File: src/design/cw_bank_pkg.sv
// constants and carried types for the control-word bank
// assumes a single 50 MHz clock domain and an AXI4-Lite master outside
//
// How it works
// - word 7 of any function page holds the page selector for later accesses
// - buffer word 12 training field picks normal, write leveling or memory training
// - register word 8 bits 2:0 hold upper termination bits; bit 3 swap mode
// - full termination code is word 8 bits 2:0 above word 2 bit 2
// - function 1 word 0 drives chip-select termination; top bit picks upper selects
// - register words 6, 7, 12 to 15 are fully reserved and inert
package cw_bank_pkg;

    // word spaces selected by address bits
    localparam logic [11:0] REG_SPACE_BASE = 12'h000;
    localparam logic [11:0] BUF_SPACE_BASE = 12'h040;
    localparam logic [11:0] STATUS_ADDR = 12'h100;
    localparam int WORD_COUNT = 16;
    localparam int PAGE_COUNT = 2;

    // word indices
    localparam logic [3:0] IDX_REG_TERM_LOW = 4'h2;
    localparam logic [3:0] IDX_PAGE_SEL = 4'h7;
    localparam logic [3:0] IDX_REG_TERM_HIGH = 4'h8;
    localparam logic [3:0] IDX_TRAINING = 4'hC;
    localparam logic [3:0] IDX_CS_TERM = 4'h0;

    // reserved-bit masks per register word and per page 0 buffer word (1 = implemented)
    localparam logic [15:0][3:0] REG_MASK = {
        4'h0, 4'h0, 4'h0, 4'h0, 4'h3, 4'h7, 4'hD, 4'hF,
        4'h0, 4'h0, 4'hF, 4'hF, 4'hF, 4'hF, 4'hF, 4'hF};
    localparam logic [15:0][3:0] BUF0_MASK = {
        4'hF, 4'hF, 4'hF, 4'hF, 4'hF, 4'h7, 4'hE, 4'hF,
        4'hF, 4'h7, 4'hF, 4'hF, 4'hF, 4'hB, 4'hF, 4'hF};

    // value after reset of every word
    localparam logic [3:0] WORD_RESET = 4'h0;
    localparam logic [3:0] PAGE_RESET = 4'h0;

    // training codes
    typedef enum logic [2:0] {
        TRAIN_NORMAL = 3'h0,
        TRAIN_HOST_WL = 3'h1,
        TRAIN_MEM = 3'h2
    } training_mode_field_e;

    // AXI responses
    localparam logic [1:0] RESP_OKAY = 2'h0;
    localparam logic [1:0] RESP_SLVERR = 2'h2;

    // decoded settings that leave the block
    typedef struct packed {
        logic [3:0] input_termination_code;
        logic swap_mode_bit;
        logic [2:0] select_termination;
        logic upper_select_termination;
        logic [2:0] training_mode_field;
        logic training_reserved;
        logic [3:0] page_select;
    } cw_settings_s;

endpackage

File: src/design/cw_bank.sv
// control-word bank: register words and paged buffer words behind AXI4-Lite
// assumes a single clock; host software programs the words per its recommendations
`timescale 1ns/10ps
module cw_bank #(
    parameter int ADDR_W = 12
) (
    // clock and reset
    input wire logic i_sys_clk,
    input wire logic i_arst_n,
    // axi write address and data
    input wire logic i_awvalid,
    output logic o_awready,
    input wire logic [ADDR_W-1:0] i_awaddr,
    input wire logic i_wvalid,
    output logic o_wready,
    input wire logic [31:0] i_wdata,
    input wire logic [3:0] i_wstrb,
    // axi write response
    output logic o_bvalid,
    input wire logic i_bready,
    output logic [1:0] o_bresp,
    // axi read
    input wire logic i_arvalid,
    output logic o_arready,
    input wire logic [ADDR_W-1:0] i_araddr,
    output logic o_rvalid,
    input wire logic i_rready,
    output logic [31:0] o_rdata,
    output logic [1:0] o_rresp,
    // decoded settings
    output cw_bank_pkg::cw_settings_s o_settings
);

    logic [3:0] reg_word_q [cw_bank_pkg::WORD_COUNT];
    logic [3:0] buf_word_q [cw_bank_pkg::PAGE_COUNT][cw_bank_pkg::WORD_COUNT];
    logic [3:0] page_q;
    logic aw_held_q;
    logic w_held_q;
    logic [ADDR_W-1:0] awaddr_q;
    logic [31:0] wdata_q;
    logic [3:0] wstrb_q;
    logic wr_go;
    logic [ADDR_W-1:0] wa;
    logic [31:0] wd;
    logic wr_reg_hit;
    logic wr_buf_hit;
    logic wr_page_hit;
    logic [3:0] wr_idx;
    logic [3:0] rd_word;
    logic rd_ok;
    logic [3:0] rd_idx;
    logic aw_held_d;
    logic w_held_d;
    logic bvalid_d;
    logic rvalid_d;
    logic wr_strb;
    logic wr_reg_en;
    logic wr_buf_en;
    logic wr_page_en;

    // write channels are taken in either order and held until both are here
    assign wa = aw_held_q ? awaddr_q : i_awaddr;
    assign wd = w_held_q ? wdata_q : i_wdata;
    assign wr_go = (aw_held_q | (i_awvalid & o_awready)) & (w_held_q | (i_wvalid & o_wready)) & ~o_bvalid;
    assign wr_idx = wa[5:2];
    assign wr_reg_hit = (wa[11:6] == cw_bank_pkg::REG_SPACE_BASE[11:6]);
    assign wr_buf_hit = (wa[11:6] == cw_bank_pkg::BUF_SPACE_BASE[11:6]);
    // page select lives in word 7 of every page, so any page reaches it
    assign wr_page_hit = wr_buf_hit & (wr_idx == cw_bank_pkg::IDX_PAGE_SEL);

    // lane 0 carries the whole word; its strobe comes with the data channel, held or live
    assign wr_strb = w_held_q ? wstrb_q[0] : i_wstrb[0];
    assign wr_reg_en = wr_go & wr_reg_hit & wr_strb;
    assign wr_buf_en = wr_go & wr_buf_hit & ~wr_page_hit & wr_strb;
    assign wr_page_en = wr_go & wr_page_hit & wr_strb;

    // next values of the channel flags, so that every ready output can come from a flop
    always_comb begin
        aw_held_d = aw_held_q;
        w_held_d = w_held_q;
        bvalid_d = o_bvalid;
        rvalid_d = o_rvalid;
        if (wr_go) begin
            aw_held_d = 1'b0;
            w_held_d = 1'b0;
            bvalid_d = 1'b1;
        end else begin
            if (i_awvalid & o_awready) begin
                aw_held_d = 1'b1;
            end
            if (i_wvalid & o_wready) begin
                w_held_d = 1'b1;
            end
            if (i_bready) begin
                bvalid_d = 1'b0;
            end
        end
        if (i_arvalid & o_arready) begin
            rvalid_d = 1'b1;
        end else if (i_rready) begin
            rvalid_d = 1'b0;
        end
    end

    // ready flops: a channel is refused while it is held or its answer is pending
    always_ff @(posedge i_sys_clk or negedge i_arst_n) begin
        if (!i_arst_n) begin
            o_awready <= 1'b1;
            o_wready <= 1'b1;
            o_arready <= 1'b1;
        end else begin
            o_awready <= ~aw_held_d & ~bvalid_d;
            o_wready <= ~w_held_d & ~bvalid_d;
            o_arready <= ~rvalid_d;
        end
    end

    // hold a channel that arrived alone
    always_ff @(posedge i_sys_clk or negedge i_arst_n) begin
        if (!i_arst_n) begin
            aw_held_q <= 1'b0;
            w_held_q <= 1'b0;
            awaddr_q <= '0;
            wdata_q <= 32'h0000_0000;
            wstrb_q <= 4'h0;
        end else if (wr_go) begin
            aw_held_q <= 1'b0;
            w_held_q <= 1'b0;
        end else begin
            if (i_awvalid & o_awready) begin
                aw_held_q <= 1'b1;
                awaddr_q <= i_awaddr;
            end
            if (i_wvalid & o_wready) begin
                w_held_q <= 1'b1;
                wdata_q <= i_wdata;
                wstrb_q <= i_wstrb;
            end
        end
    end

    // write response, error on unmapped address
    always_ff @(posedge i_sys_clk or negedge i_arst_n) begin
        if (!i_arst_n) begin
            o_bvalid <= 1'b0;
            o_bresp <= cw_bank_pkg::RESP_OKAY;
        end else if (wr_go) begin
            o_bvalid <= 1'b1;
            o_bresp <= (wr_reg_hit | wr_buf_hit) ? cw_bank_pkg::RESP_OKAY : cw_bank_pkg::RESP_SLVERR;
        end else if (i_bready) begin
            o_bvalid <= 1'b0;
        end
    end

    // register words: 4 bits each, reserved bits dropped, one flop group per word
    for (genvar g = 0; g < cw_bank_pkg::WORD_COUNT; g++) begin : g_reg_word
        always_ff @(posedge i_sys_clk or negedge i_arst_n) begin
            if (!i_arst_n) begin
                reg_word_q[g] <= cw_bank_pkg::WORD_RESET;
            end else if (wr_reg_en && (wr_idx == 4'(g))) begin
                reg_word_q[g] <= wd[3:0] & cw_bank_pkg::REG_MASK[g];
            end
        end
    end

    // buffer words of the selected page
    always_ff @(posedge i_sys_clk or negedge i_arst_n) begin
        if (!i_arst_n) begin
            for (int p = 0; p < cw_bank_pkg::PAGE_COUNT; p++) begin
                for (int i = 0; i < cw_bank_pkg::WORD_COUNT; i++) begin
                    buf_word_q[p][i] <= cw_bank_pkg::WORD_RESET;
                end
            end
        end else if (wr_buf_en) begin
            if (page_q == 4'h0) begin
                buf_word_q[0][wr_idx] <= wd[3:0] & cw_bank_pkg::BUF0_MASK[wr_idx];
            end else if (page_q == 4'h1) begin
                // function 1 words other than word 0 lie outside this bank
                if (wr_idx == cw_bank_pkg::IDX_CS_TERM) begin
                    buf_word_q[1][wr_idx] <= wd[3:0];
                end
            end
        end
    end

    // page selector
    always_ff @(posedge i_sys_clk or negedge i_arst_n) begin
        if (!i_arst_n) begin
            page_q <= cw_bank_pkg::PAGE_RESET;
        end else if (wr_page_en) begin
            page_q <= wd[3:0];
        end
    end

    // read decode
    assign rd_idx = i_araddr[5:2];
    always_comb begin
        rd_word = 4'h0;
        rd_ok = 1'b1;
        if (i_araddr[11:6] == cw_bank_pkg::REG_SPACE_BASE[11:6]) begin
            rd_word = reg_word_q[rd_idx];
        end else if (i_araddr[11:6] == cw_bank_pkg::BUF_SPACE_BASE[11:6]) begin
            if (rd_idx == cw_bank_pkg::IDX_PAGE_SEL) begin
                rd_word = page_q;
            end else if (page_q == 4'h0) begin
                rd_word = buf_word_q[0][rd_idx];
            end else if (page_q == 4'h1 && rd_idx == cw_bank_pkg::IDX_CS_TERM) begin
                rd_word = buf_word_q[1][rd_idx];
            end else begin
                rd_word = 4'h0;
            end
        end else if (i_araddr == cw_bank_pkg::STATUS_ADDR[ADDR_W-1:0]) begin
            rd_word = {3'h0, o_settings.training_reserved};
        end else begin
            rd_ok = 1'b0;
        end
    end

    // read channel, one cycle answer
    always_ff @(posedge i_sys_clk or negedge i_arst_n) begin
        if (!i_arst_n) begin
            o_rvalid <= 1'b0;
            o_rdata <= 32'h0000_0000;
            o_rresp <= cw_bank_pkg::RESP_OKAY;
        end else if (i_arvalid & o_arready) begin
            o_rvalid <= 1'b1;
            o_rdata <= {28'h000_0000, rd_word};
            o_rresp <= rd_ok ? cw_bank_pkg::RESP_OKAY : cw_bank_pkg::RESP_SLVERR;
        end else if (i_rready) begin
            o_rvalid <= 1'b0;
        end
    end

    // decoded settings registered toward the module logic
    always_ff @(posedge i_sys_clk or negedge i_arst_n) begin
        if (!i_arst_n) begin
            o_settings <= '0;
        end else begin
            o_settings.input_termination_code <= {reg_word_q[cw_bank_pkg::IDX_REG_TERM_HIGH][2:0],
                reg_word_q[cw_bank_pkg::IDX_REG_TERM_LOW][2]};
            o_settings.swap_mode_bit <= reg_word_q[cw_bank_pkg::IDX_REG_TERM_HIGH][3];
            o_settings.select_termination <= buf_word_q[1][cw_bank_pkg::IDX_CS_TERM][2:0];
            o_settings.upper_select_termination <= buf_word_q[1][cw_bank_pkg::IDX_CS_TERM][3];
            // reserved training codes fall back to normal operation
            if (buf_word_q[0][cw_bank_pkg::IDX_TRAINING][2:0] > cw_bank_pkg::TRAIN_MEM) begin
                o_settings.training_mode_field <= cw_bank_pkg::TRAIN_NORMAL;
                o_settings.training_reserved <= 1'b1;
            end else begin
                o_settings.training_mode_field <= buf_word_q[0][cw_bank_pkg::IDX_TRAINING][2:0];
                o_settings.training_reserved <= 1'b0;
            end
            o_settings.page_select <= page_q;
        end
    end

endmodule // cw_bank

File: config.mk
export PLATFORM = sky130hd
export DESIGN_NAME = cw_bank
export DESIGN_NICKNAME = d
export VERILOG_FILES = /design/src/design/cw_bank_pkg.sv /design/src/design/cw_bank.sv
export SDC_FILE = /design/constraint.sdc
export NUM_CORES = 1
export LEC_CHECK = 0
export BUFFER_PORTS_ARGS = -buffer_cell sky130_fd_sc_hd__buf_2
export CORE_UTILIZATION = 60
export CTS_BUF_LIST = sky130_fd_sc_hd__clkbuf_8
export DETAILED_ROUTE_END_ITERATION = 10
export PLACE_DENSITY = 0.93
export SYNTH_ARGS = -nofsm -noshare
export SYNTH_HDL_FRONTEND = slang
export SYNTH_SLANG_ARGS = --single-unit
export TNS_END_PERCENT = 10
File: constraint.sdc
create_clock -name i_sys_clk -period 5.2 [get_ports i_sys_clk]
set_input_delay 1.04 -clock i_sys_clk [delete_from_list [all_inputs] [get_ports i_sys_clk]]
set_output_delay 1.04 -clock i_sys_clk [all_outputs]
set_load 0.01 [all_outputs]
==> metrics.md, run 1 <==
| Metric | Value |
|---|---|
| Min cycle time layout | just under 3 ns |
| Fill cells | approximately 840 |
| Unique cell type count in the Yosys netlist | 78 |
| I/O Buffers | about 60 |
| Status | finished clean |
| Clk_lat worst skew | about 0.46 ns |
| Worst Setup End Kind | flip-flop |
| Hold Startpoint | buf_word_q[96]$_DFFE_PN0P_ |
| Layout Cells excl Fill | 801 |
| Most numerous cell in the Yosys netlist | dfrtp_1 |
| Drt pass-1 iters | 4 |
| Total CTS buffers | 17 |
| Setup Total Neg Slack | 0 ns |
| Cell Pwr Density | roughly 370 nW/um^2 |
| Row count | 40 |
| Final GP Congestion | approximately 0.92 |
| CP startpoint | i_araddr[2] |
| Antenna-violating nets left | 0 |
| Placed cell count | ~770 |
| Height of the chip | 114 microns |
| Antenna violations before repair | 0 |
| Htree depth | 4 |
| Cells after synthesis | around 570 |
| Gr ovfl total | 0 |
| Clk slew on worst S/H paths | approximately 0.07 ns |
| Number of max-cap violations | 0 |
| Post-CTS sizing | 0 |
| Setup Fix Bufs, Post-CTS | 0 |
| Switching power | ~940 uW |
| Clk sink count | between 150 and 200 |
| CP Max Fanout | 41 |
| Post-synthesis async set-or-reset flop share | 1.00 |
| Final period util | 0.567 |
| Synth top area share | 0.500 |
| Startpoint Class | primary input |
| Critical Path, Cell by Cell | buf_2 > mux4_2 > a22oi_1 > nand3_1 > a221oi_1 > o21ai_0 |
| Syn-to-layout area delta | 9.29% |
| Vias in the first global route | between 5,000 and 6,000 |
| Top cells by count, synth | dfrtp_1, mux2_2, buf_4 |
| Setup WS post-layout | 2.25 ns |
| Largest net degree at the start of global routing | around 120 |
| Global-route wire length before repair | roughly 26 mm |
| Power, Total | between 3 and 4 mW |
| Detail Placement HPWL | roughly 11 mm |
| RSZ-0062 raised after global routing | no |
| Final antenna diode count | 0 |
| Sequential-to-total area share from yosys stat | 0.510 |
| Switch share | 0.310 |
| Initial Util | 0.620 |
| EDFF count, synth | 0 |
| Synthesized flop and latch total | 153 |
| Internal power | 2.10 mW |
| Dominant cell type by area after synthesis | dfrtp_1 |
| Gr usage total | 0.267 |
| Final core occ | 0.678 |
| Worst VDD drop | ~0.00036 V |
| Final setup violating endpoints | 0 |
| Post-route DRC | 0 |
| Clk pwr share | 0.319 |
| HP Class | reg -> reg |
| Seq pwr share | 0.462 |
| Post-DR wirelength/cell | between 15 and 20 microns |
| Synthesized area | between 7000 and 8000 sq um |
| Die outline width | between 100 and 150 microns |
| WP data arrival | 3.28 ns |
| Place WS | around 1.8 ns |
| Synth area leaders | dfrtp_1, mux2_2, mux4_2 |
| Die Area | 13,000 sq um |
| Root buffer cell | clkbuf_8 |
| CTS tree | yes |
| Layout cell share with drive strength beyond 1 | 0.384 |
| Final hold viol count | 0 |
| Worst Clk Skew | ~0.011 ns |
| DR vias/cell | slightly above 6 |
| DRT iter0 DRCs | between 300 and 400 |
| Layout net count | roughly 690 |
| Mapped Avg Cell Area | between 10 and 15 sq um |
| Vias | 4,887 |
| Max Slew Vio Count | 0 |
| Worst r2r src | aw_held_q$_DFF_PN0_ |
| Tightest Pin Transition | around 1.1 ns |
| Slew HR | 0.283 |
| Comb pwr share | 0.219 |
| Worst endpoint required time | roughly 5.5 ns |
| YS warnings | 0 |
| Leakage | ~4.1 nW |
| Fmax | approximately 0.34 GHz |
| Routed WL | between 15 and 20 mm |
| Cts hold-fix bufs | 0 |
| CTS Buffer Depth | 2 |
| Placeable Area | 12,100 sq um |
| Crit-path max cell delay | about 0.8 ns |
| Worst Setup Path Type | in -> reg |
| Slowest cell on crit path | buf_2 |
| Top_reg_cell synth | dfrtp_1 |
| Top Ports | 125 |
layout make-up:
class	instances	area, sq um	area share
Clock buffer	20	275	0.0335
Clock inverter	12	158	0.0192
Timing Repair Buffer	62	319	0.0389
Sequential cell	153	3830	0.467
Multi-Input combinational cell	377	3380	0.412
Inverter	9	33.8	0.00411
Tap cell	168	210	0.0256
final timing paths:
path                                               endpoint  cells after the start  slack (ns)
worst min-delay path             buf_word_q[96]$_DFFE_PN0P_                      0        0.38
min in group asynchronous            wdata_q[1]$_DFFE_PN0P_                      1        0.76
worst max register to register  buf_word_q[107]$_DFFE_PN0P_                      5        2.39
worst max-delay path                 o_rdata[2]$_DFFE_PN0P_                      6        2.25
worst min register to register   buf_word_q[96]$_DFFE_PN0P_                      0        0.38
max in group asynchronous       buf_word_q[107]$_DFFE_PN0P_                      2        3.43
worst max-delay path: cells and delay by family:
family	cells	cell delay [ns]
buffers and inverters	1	0.79
AOI/OAI and AO/OA	3	0.65
and+or+nand+nor	1	0.16
muxes	1	0.62
state kept, by name (all words and copies together), names as in the netlist:
register,count
o_rdata,4
wstrb_q,1
o_settings,17
wdata_q,4
buf_word_q,68
o_bresp,1
aw_held_q,1
o_rvalid,1
o_rresp,1
page_q,4
o_bvalid,1
w_held_q,1
o_wready,1
reg_word_q,36
o_arready,1
awaddr_q,10
o_awready,1
cell usage in the layout (no fill, tap or decap), types with 14 or more instances in the layout:
| master | instances |
|---|---|
| conb_1 | 31 |
| nand2_1 | 20 |
| dfrtp_1 | 150 |
| nand3_1 | 20 |
| clkbuf_8 | 20 |
| mux4_2 | 14 |
| buf_2 | 60 |
| mux2_2 | 96 |
| mux2_1 | 19 |
| nor2_1 | 20 |
power by group through the flow:
stage          clock network [mW]  registers (mW)  logic, mW
6_report                    0.970            1.40      0.665
5_1_grt                      1.04            1.42      0.719
4_1_cts                     0.987            1.40      0.661
3_5_place_dp                    0            1.42      0.657
3_3_place_gp                    0            1.41      0.632
2_1_floorplan                   0            1.39      0.513
kinds of logic (layout without fill, tap and decap cells):
logic type,count (synthesis),count (layout),synth area share
compound gates,58,58,0.0593
simple gates,138,138,0.127
other cells,1,31,0.000499
mux,150,150,0.249
buf+inv,69,103,0.0546
flops,153,153,0.510
per-layer routing:
| layer | part of all wire | GRT usage | vias to the layer above |
|---|---|---|---|
| met1 | 0.41 | 0.334 | 2500 |
| met5 | 0 | 0 | - |
| met4 | 0.025 | 0.119 | 0 |
| met2 | 0.49 | 0.437 | 213 |
| li1 | - | - | 2136 |
| met3 | 0.069 | 0.0749 | 38 |
through the flow:
stage / instance area (sq um) / hold slack (ns)
global placement: 7780 / 0.361
CTS: 8210 / 0.381
detailed placement: 7780 / 0.364
global route: 8210 / 0.395
floorplan: 7630 / 0.365
finish: 8210 / 0.375
(Power assumes the default switching activity.)
==> run 2, diff against run 1 <==
Settings changed: CORE_UTILIZATION 60 to 52, PLACE_DENSITY 0.93 to 0.86.
Clock period 5.2 ns to 2.5 ns, I/O delays scaled along.
==> run 2 against run 1 <==
Sequential cell count is the same. Highest routed layer unchanged. Worst setup slack lost 2.1 ns. Critical path type is now reg -> reg. Largest cell class unchanged. First-iteration DRC count shrank 11%. Clock skew is 0.0033 ns higher.
==> metrics.md, run 2 (same netlist as run 1, synthesis figures left out) <==
| Metric | Value |
|---|---|
| WHS Endpoint | awaddr_q[10]$_DFFE_PN0P_ (was buf_word_q[96]$_DFFE_PN0P_) |
| Root buffer cell | clkbuf_8 (unchanged) |
| Largest net degree at the start of global routing | 56 (was 124) |
| Final GP Congestion | 0.938 (was 0.916) |
| Clk_lat worst skew | 0.46 ns (about the same) |
| WP data arrival | 2.72 ns (was 3.28 ns) |
| Critical Path, Cell by Cell | nor4b_1 > a22o_1 > buf_12 > nand4_2 > nor2_1 > mux2_2 (was buf_2 > mux4_2 > a22oi_1 > nand3_1 > a221oi_1 > o21ai_0) |
| Fmax | between 0.4 and 0.5 GHz |
| Antenna-violating nets left | 0 (unchanged) |
| Worst r2r src | aw_held_q$_DFF_PN0_ (unchanged) |
| Commonest non-fill, non-tap cell in the layout | dfrtp_1 (unchanged) |
| Clk slew on worst S/H paths | 0.08 ns (was 0.07 ns) |
| Post-CTS sizing | 0 (unchanged) |
| Max Slew Vio Count | 0 (unchanged) |
| Slew HR | 0.614 (was 0.283) |
| Top Ports | 125 (unchanged) |
| HP Class | in -> reg (was reg -> reg) |
| Die outline width | 122 microns (was 114 microns) |
| Htree depth | 4 (unchanged) |
| Design Area, Final | 8340 sq um (was 8210 sq um) |
| Clk sink count | 153 (unchanged) |
| Min cycle time layout | 2.38 ns |
| Syn-to-layout area delta | 11.0% (was 9.29%) |
| WHS Path Cells | 2 (was 0) |
| Layout cell share with drive strength beyond 1 | 0.406 (was 0.384) |
| Commonest non-fill, non-tap cells in the layout | dfrtp_1, mux2_2, buf_2 (unchanged) |
| Worst VDD drop | 0.000662 V (was 0.000364 V) |
| CTS tree | yes (unchanged) |
| Gr usage total | 0.234 (was 0.267) |
| Placed Area | 7960 sq um (was 7780 sq um) |
| Hold Startpoint | i_awaddr[10] (was buf_word_q[96]$_DFFE_PN0P_) |
| Setup slack, reg-to-reg | 0.12 ns (was 2.39 ns) |
| Cell Pwr Density | 727 nW/um^2 (was 370 nW/um^2) |
| Worst Setup Path Type | reg -> reg (was in -> reg) |
| Final period util | 0.951 |
| Worst reg2reg endpoint | buf_word_q[121]$_DFFE_PN0P_ (was buf_word_q[107]$_DFFE_PN0P_) |
| Crit-path leading delay family | simple AND/OR/NAND/NOR gates (was buffers and inverters) |
| CP Max Fanout | 12 (was 41) |
| Tightest Pin Transition | 0.574 ns (was 1.08 ns) |
| Buf+Inv Stages, Crit Path | 1 (unchanged) |
| RSZ-0062 raised after global routing | no (unchanged) |
| Final setup violating endpoints | 0 (unchanged) |
| Placeable Area | 14,000 sq um (was 12,100 sq um) |
| Gr ovfl total | 0 (unchanged) |
| Slowest cell on crit path | dfrtp_1 (was buf_2) |
| Height of the chip | 122 microns (was 114 microns) |
| Worst Clk Skew | 0.0141 ns (was 0.0107 ns) |
| Layout Cells excl Fill | 833 (was 801) |
| Worst Setup End Kind | flip-flop (unchanged) |
| Post-DR wirelength/cell | 19.2 microns (was 19.9 microns) |
| WHS | 0.286 ns (was 0.375 ns) |
| Die Area | 14,900 sq um (was 13,000 sq um) |
| Most flops, register | buf_word_q (unchanged) |
| Max FFs per register | 68 (unchanged) |
| Total CTS buffers | 17 (unchanged) |
| Placed cell count | 800 (was 769) |
| Vias | 4,822 (was 4,887) |
| Leakage | 4.13 nW (was 4.07 nW) |
| Setup Total Neg Slack | 0 ns (unchanged) |
| Antenna violations before repair | 0 (unchanged) |
| Number of max-cap violations | 0 (unchanged) |
| Reg2Reg Depth | 6 (was 5) |
| CTS Buffer Depth | 2 (unchanged) |
| Fill cells | 1,078 (was 841) |
| Routed WL | 16.0 mm (was 15.9 mm) |
| Crit-path max cell delay | 0.61 ns (was 0.79 ns) |
| Vias in the first global route | 4,920 (was 5,029) |
| DR vias/cell | 5.79 (was 6.10) |
| Detail Placement HPWL | 11.6 mm (was 11.3 mm) |
| Layout net count | 707 (was 687) |
| DRT iter0 DRCs | 279 (was 313) |
| Startpoint Class | flip-flop (was primary input) |
| Final antenna diode count | 0 (unchanged) |
| Drt pass-1 iters | 4 (unchanged) |
| Final hold viol count | 0 (unchanged) |
| Initial Util | 0.537 (was 0.620) |
| Status | finished clean (unchanged) |
| I/O Buffers | 61 (unchanged) |
| Global-route wire length before repair | 25.7 mm (was 26.0 mm) |
| Row count | 43 (was 40) |
| Worst endpoint required time | 2.84 ns (was 5.53 ns) |
| Top Registers | buf_word_q: 68 flops, reg_word_q: 36 flops, o_settings: 17 flops (unchanged) |
| Post-route DRC | 0 (unchanged) |
run 2: changes by cell type in the layout (fill, tap and decap cells not counted), sizes merged:
cell / before / now
bufinv: 4 / 0
buf: 62 / 81
clkinvlp: 1 / 3
inv: 13 / 11
dlygate4sd3: 0 / 1
clkbuf: 20 / 22
clkinv: 3 / 5
run 2: power breakdown:
part / switching, mW / internal [mW] / total [mW]
clock: 0.876 / 0.814 / 1.69
sequential: 0.199 / 2.71 / 2.91
combinational: 0.919 / 0.550 / 1.47
total: 1.99 / 4.07 / 6.07
run 2: layout make-up:
class / count / area (sq um) / share of cell area
clock buffers: 22 / 303 / 0.0363
flip-flops and latches: 153 / 3830 / 0.459
inverters: 9 / 33.8 / 0.00405
clock inverters: 10 / 67.6 / 0.00810
well taps: 180 / 225 / 0.0270
multi-input cells: 377 / 3380 / 0.406
repair buffers: 82 / 497 / 0.0595
run 2: worst reg2reg max path, delay by kind of cell, from the launching register on:
| kind | cells | cell delay (ns) |
|---|---|---|
| AND/OR/NAND/NOR | 3 | 0.90 |
| flip-flops | 1 | 0.61 |
| multiplexers | 1 | 0.39 |
| AO/OA/AOI/OAI | 1 | 0.22 |
| buffers and inverters | 1 | 0.15 |
run 2: metrics by stage:
stage	setup WS [ns]	total power [mW]	util
6_report	0.123	6.07	0.596
4_1_cts	0.134	6.11	0.596
3_3_place_gp	0.134	4.32	0.569
3_5_place_dp	0.122	4.40	0.569
2_1_floorplan	0.411	3.97	-
5_1_grt	0.0105	6.38	0.596
run 2: timing repair:
item	CTS	global route
setup endpoints to repair	0	0
endpoints found under the hold margin	43	0
setup buffers	0	0
hold buffers	1	0
run 2: worst max path at each step:
| stage | startpoint | end | slack, ns | cells after the start |
|---|---|---|---|---|
| finish | aw_held_q$_DFF_PN0_ | buf_word_q[121]$_DFFE_PN0P_ | 0.12 | 6 |
| global route | aw_held_q$_DFF_PN0_ | buf_word_q[106]$_DFFE_PN0P_ | 0.01 | 6 |
| CTS | aw_held_q$_DFF_PN0_ | buf_word_q[121]$_DFFE_PN0P_ | 0.13 | 6 |
| detailed placement | i_araddr[2] | o_rdata[2]$_DFFE_PN0P_ | 0.12 | 7 |
| global placement | i_araddr[2] | o_rdata[2]$_DFFE_PN0P_ | 0.13 | 7 |
| floorplan | o_awready$_DFF_PN1_ | reg_word_q[48]$_DFFE_PN0P_ | 0.41 | 6 |
run 2: per-layer routing:
metal  up-vias  track usage  share of wire
met5         -            0              0
li1       2168            -              -
met2       197        0.372           0.48
met3        30       0.0538          0.057
met1      2427        0.307           0.44
met4         0       0.0983          0.023
==> run 3, diff against run 2 <==
Settings changed: CELL_PAD_IN_SITES_DETAIL_PLACEMENT set to 0, CELL_PAD_IN_SITES_GLOBAL_PLACEMENT set to 2, CORE_UTILIZATION 52 to 36, PLACE_DENSITY 0.86 to 0.87.
==> run 3 against run 2 <==
Routed wire length is 6.5% higher. Hold slack worse by 0.24 ns. Design area rose by 1.9%. Count of clock-buffer cells in the layout shrank 4. Die area grew 44%. Sequential share of layout area decreased by 0.88 points. Clock power rose by 21%. First-iteration DRC count decreased by 21%. Global-route usage shrank 6.3 points. Largest power group unchanged.
==> metrics.md, run 3 (same netlist as run 1, synthesis figures left out) <==
| Metric | Value |
|---|---|
| Final setup violating endpoints | 0 (unchanged) |
| WP data arrival | 2.68 ns (was 2.72 ns) |
| Comb pwr share | 0.230 (was 0.242) |
| Total CTS buffers | 17 (unchanged) |
| Routed wl met3 | 847 microns (was 909 microns) |
| Vias in the first global route | 4,971 (was 4,920) |
| Min cycle time layout | 2.33 ns (was 2.38 ns) |
| Worst Clk Skew | 0.0153 ns (was 0.0141 ns) |
| HP Class | in -> async (was in -> reg) |
| Clk_lat worst skew | 0.46 ns (about the same) |
| I/O Buffers | 61 (unchanged) |
| Worst endpoint required time | 2.85 ns (was 2.84 ns) |
| Layout net count | 702 (was 707) |
| Max FFs per register | 68 (unchanged) |
| Slew HR | 0.338 (was 0.614) |
| Htree depth | 4 (unchanged) |
| Cts hold-fix bufs | 0 (was 1) |
| Clk pwr share | 0.319 (was 0.279) |
| Metal-1 WL | 7.84 mm (was 7.06 mm) |
| CP Max Fanout | 14 (was 12) |
| CTS tree | yes (unchanged) |
| Placed Area | 8070 sq um (was 7960 sq um) |
| Highest Signal Layer | met4 (unchanged) |
| Cell Pwr Density | 753 nW/um^2 (was 727 nW/um^2) |
| Die outline width | 146 microns (was 122 microns) |
| Crit-path leading delay family | multiplexers (was simple AND/OR/NAND/NOR gates) |
| Height of the chip | 146 microns (was 122 microns) |
| Gr usage total | 0.171 (was 0.234) |
| Clk slew on worst S/H paths | 0.09 ns (was 0.08 ns) |
| Drt pass-1 iters | 4 (unchanged) |
| Tightest Pin Transition | 0.989 ns (was 0.574 ns) |
| Root buffer cell | clkbuf_8 (unchanged) |
| Die Area | 21,500 sq um (was 14,900 sq um) |
| Worst VDD drop | 0.000544 V (was 0.000662 V) |
| Switching power | 2.10 mW (was 1.99 mW) |
| Routed WL | 17.0 mm (was 16.0 mm) |
| Number of max-cap violations | 0 (unchanged) |
| Buf+Inv Stages, Crit Path | 1 (unchanged) |
| Routed wl met2 | 8.08 mm (was 7.63 mm) |
| Post-route DRC | 0 (unchanged) |
| RSZ-0062 raised after global routing | no (unchanged) |
| Top Ports | 125 (unchanged) |
| Critical Path, Cell by Cell | buf_4 > mux2i_2 > nand4_4 > nor2_1 > mux2_2 (was nor4b_1 > a22o_1 > buf_12 > nand4_2 > nor2_1 > mux2_2) |
| Crit-path max cell delay | 0.46 ns (was 0.61 ns) |
| Post-DR wirelength/cell | 18.5 microns (was 19.2 microns) |
| Layout cell share with drive strength beyond 1 | 0.404 (was 0.406) |
| Status | finished clean (unchanged) |
| Initial Util | 0.369 (was 0.537) |
| Internal power | 4.30 mW (was 4.07 mW) |
| Row count | 52 (was 43) |
| Final hold viol count | 0 (unchanged) |
| Setup Fix Bufs, Post-CTS | 0 (unchanged) |
| Max Slew Vio Count | 0 (unchanged) |
| Seq pwr share | 0.452 (was 0.479) |
| Antenna violations before repair | 0 (unchanged) |
| Global-route wire length before repair | 27.8 mm (was 25.7 mm) |
| DR vias/cell | 5.07 (was 5.79) |
| Largest net degree at the start of global routing | 75 (was 56) |
| Place WS | 0.111 ns (was 0.122 ns) |
| Syn-to-layout area delta | 13.2% (was 11.0%) |
| Detail Placement HPWL | 12.5 mm (was 11.6 mm) |
| Top Registers | buf_word_q: 68 flops, reg_word_q: 36 flops, o_settings: 17 flops (unchanged) |
| Slowest cell on crit path | dfrtp_1 (unchanged) |
| Leakage | 4.13 nW (about the same) |
| DRT iter0 DRCs | 220 (was 279) |
| Setup WS post-layout | 0.169 ns (was 0.123 ns) |
| Fmax | 0.429 GHz (was 0.421 GHz) |
| Worst Setup Path Type | reg -> reg (unchanged) |
| Final period util | 0.932 (was 0.951) |
| Commonest non-fill, non-tap cell in the layout | dfrtp_1 (unchanged) |
| Post-CTS sizing | 0 (unchanged) |
| Vias | 4,651 (was 4,822) |
| Clk sink count | 153 (unchanged) |
| Final antenna diode count | 0 (unchanged) |
| Commonest non-fill, non-tap cells in the layout | dfrtp_1, mux2_2, buf_2 (unchanged) |
| Worst Setup End Kind | flip-flop (unchanged) |
| Startpoint Class | flip-flop (unchanged) |
| Placeable Area | 20,400 sq um (was 14,000 sq um) |
| Antenna-violating nets left | 0 (unchanged) |
| Setup Total Neg Slack | 0 ns (unchanged) |
| Most flops, register | buf_word_q (unchanged) |
| CTS Buffer Depth | 2 (unchanged) |
| Design Area, Final | 8500 sq um (was 8340 sq um) |
| Gr ovfl total | 0 (unchanged) |
| Switch share | 0.329 (about the same) |
| Final GP Congestion | 0.819 (was 0.938) |
## run 3: per-layer routing
layer / global-route usage / up-vias
li1: - / 2155
met1: 0.228 / 2364
met2: 0.271 / 119
met3: 0.0422 / 13
met4: 0.0557 / 0
met5: 0 / -
## run 3: final cells by class
type                            count  area [sq um]
Clock inverter                     14           188
Sequential cell                   153          3830
Fill cell                        1894         11900
Tap cell                          270           338
Timing Repair Buffer               77           482
Multi-Input combinational cell    377          3380
Inverter                            9          33.8
Clock buffer                       18           248
## run 3: metrics by stage
stage          power (mW)  utilization  std cells  hold slack, ns
2_1_floorplan        3.97            -        599           0.204
3_3_place_gp         4.35        0.396        886           0.361
3_5_place_dp         4.43        0.396        886           0.364
4_1_cts              6.47        0.418        918          0.0557
5_1_grt              6.75        0.418        918          0.0779
6_report             6.40        0.418        918          0.0449
## run 3: final timing paths
check	startpoint	endpoint	slack, ns	depth (start not counted)
worst max-delay path	aw_held_q$_DFF_PN0_	reg_word_q[59]$_DFFE_PN0P_	0.17	5
worst min register to register	buf_word_q[98]$_DFFE_PN0P_	buf_word_q[98]$_DFFE_PN0P_	0.38	0
max in group asynchronous	i_arst_n	o_wready$_DFF_PN1_	1.64	2
worst min-delay path	i_arst_n	o_settings[4]$_DFF_PN0_	0.04	1
worst max register to register	aw_held_q$_DFF_PN0_	reg_word_q[59]$_DFFE_PN0P_	0.17	5
min in group i_sys_clk	i_rready	o_rvalid$_DFF_PN0_	0.27	2
## run 3: power by group through the flow
stage                     logic (mW)  registers [mW]  clock network (mW)
final                           1.47            2.89                2.04
after CTS                       1.49            2.89                2.09
after floorplan                 1.07            2.90                   0
after global placement          1.44            2.92                   0
after global routing            1.61            2.93                2.21
after detailed placement        1.49            2.94                   0
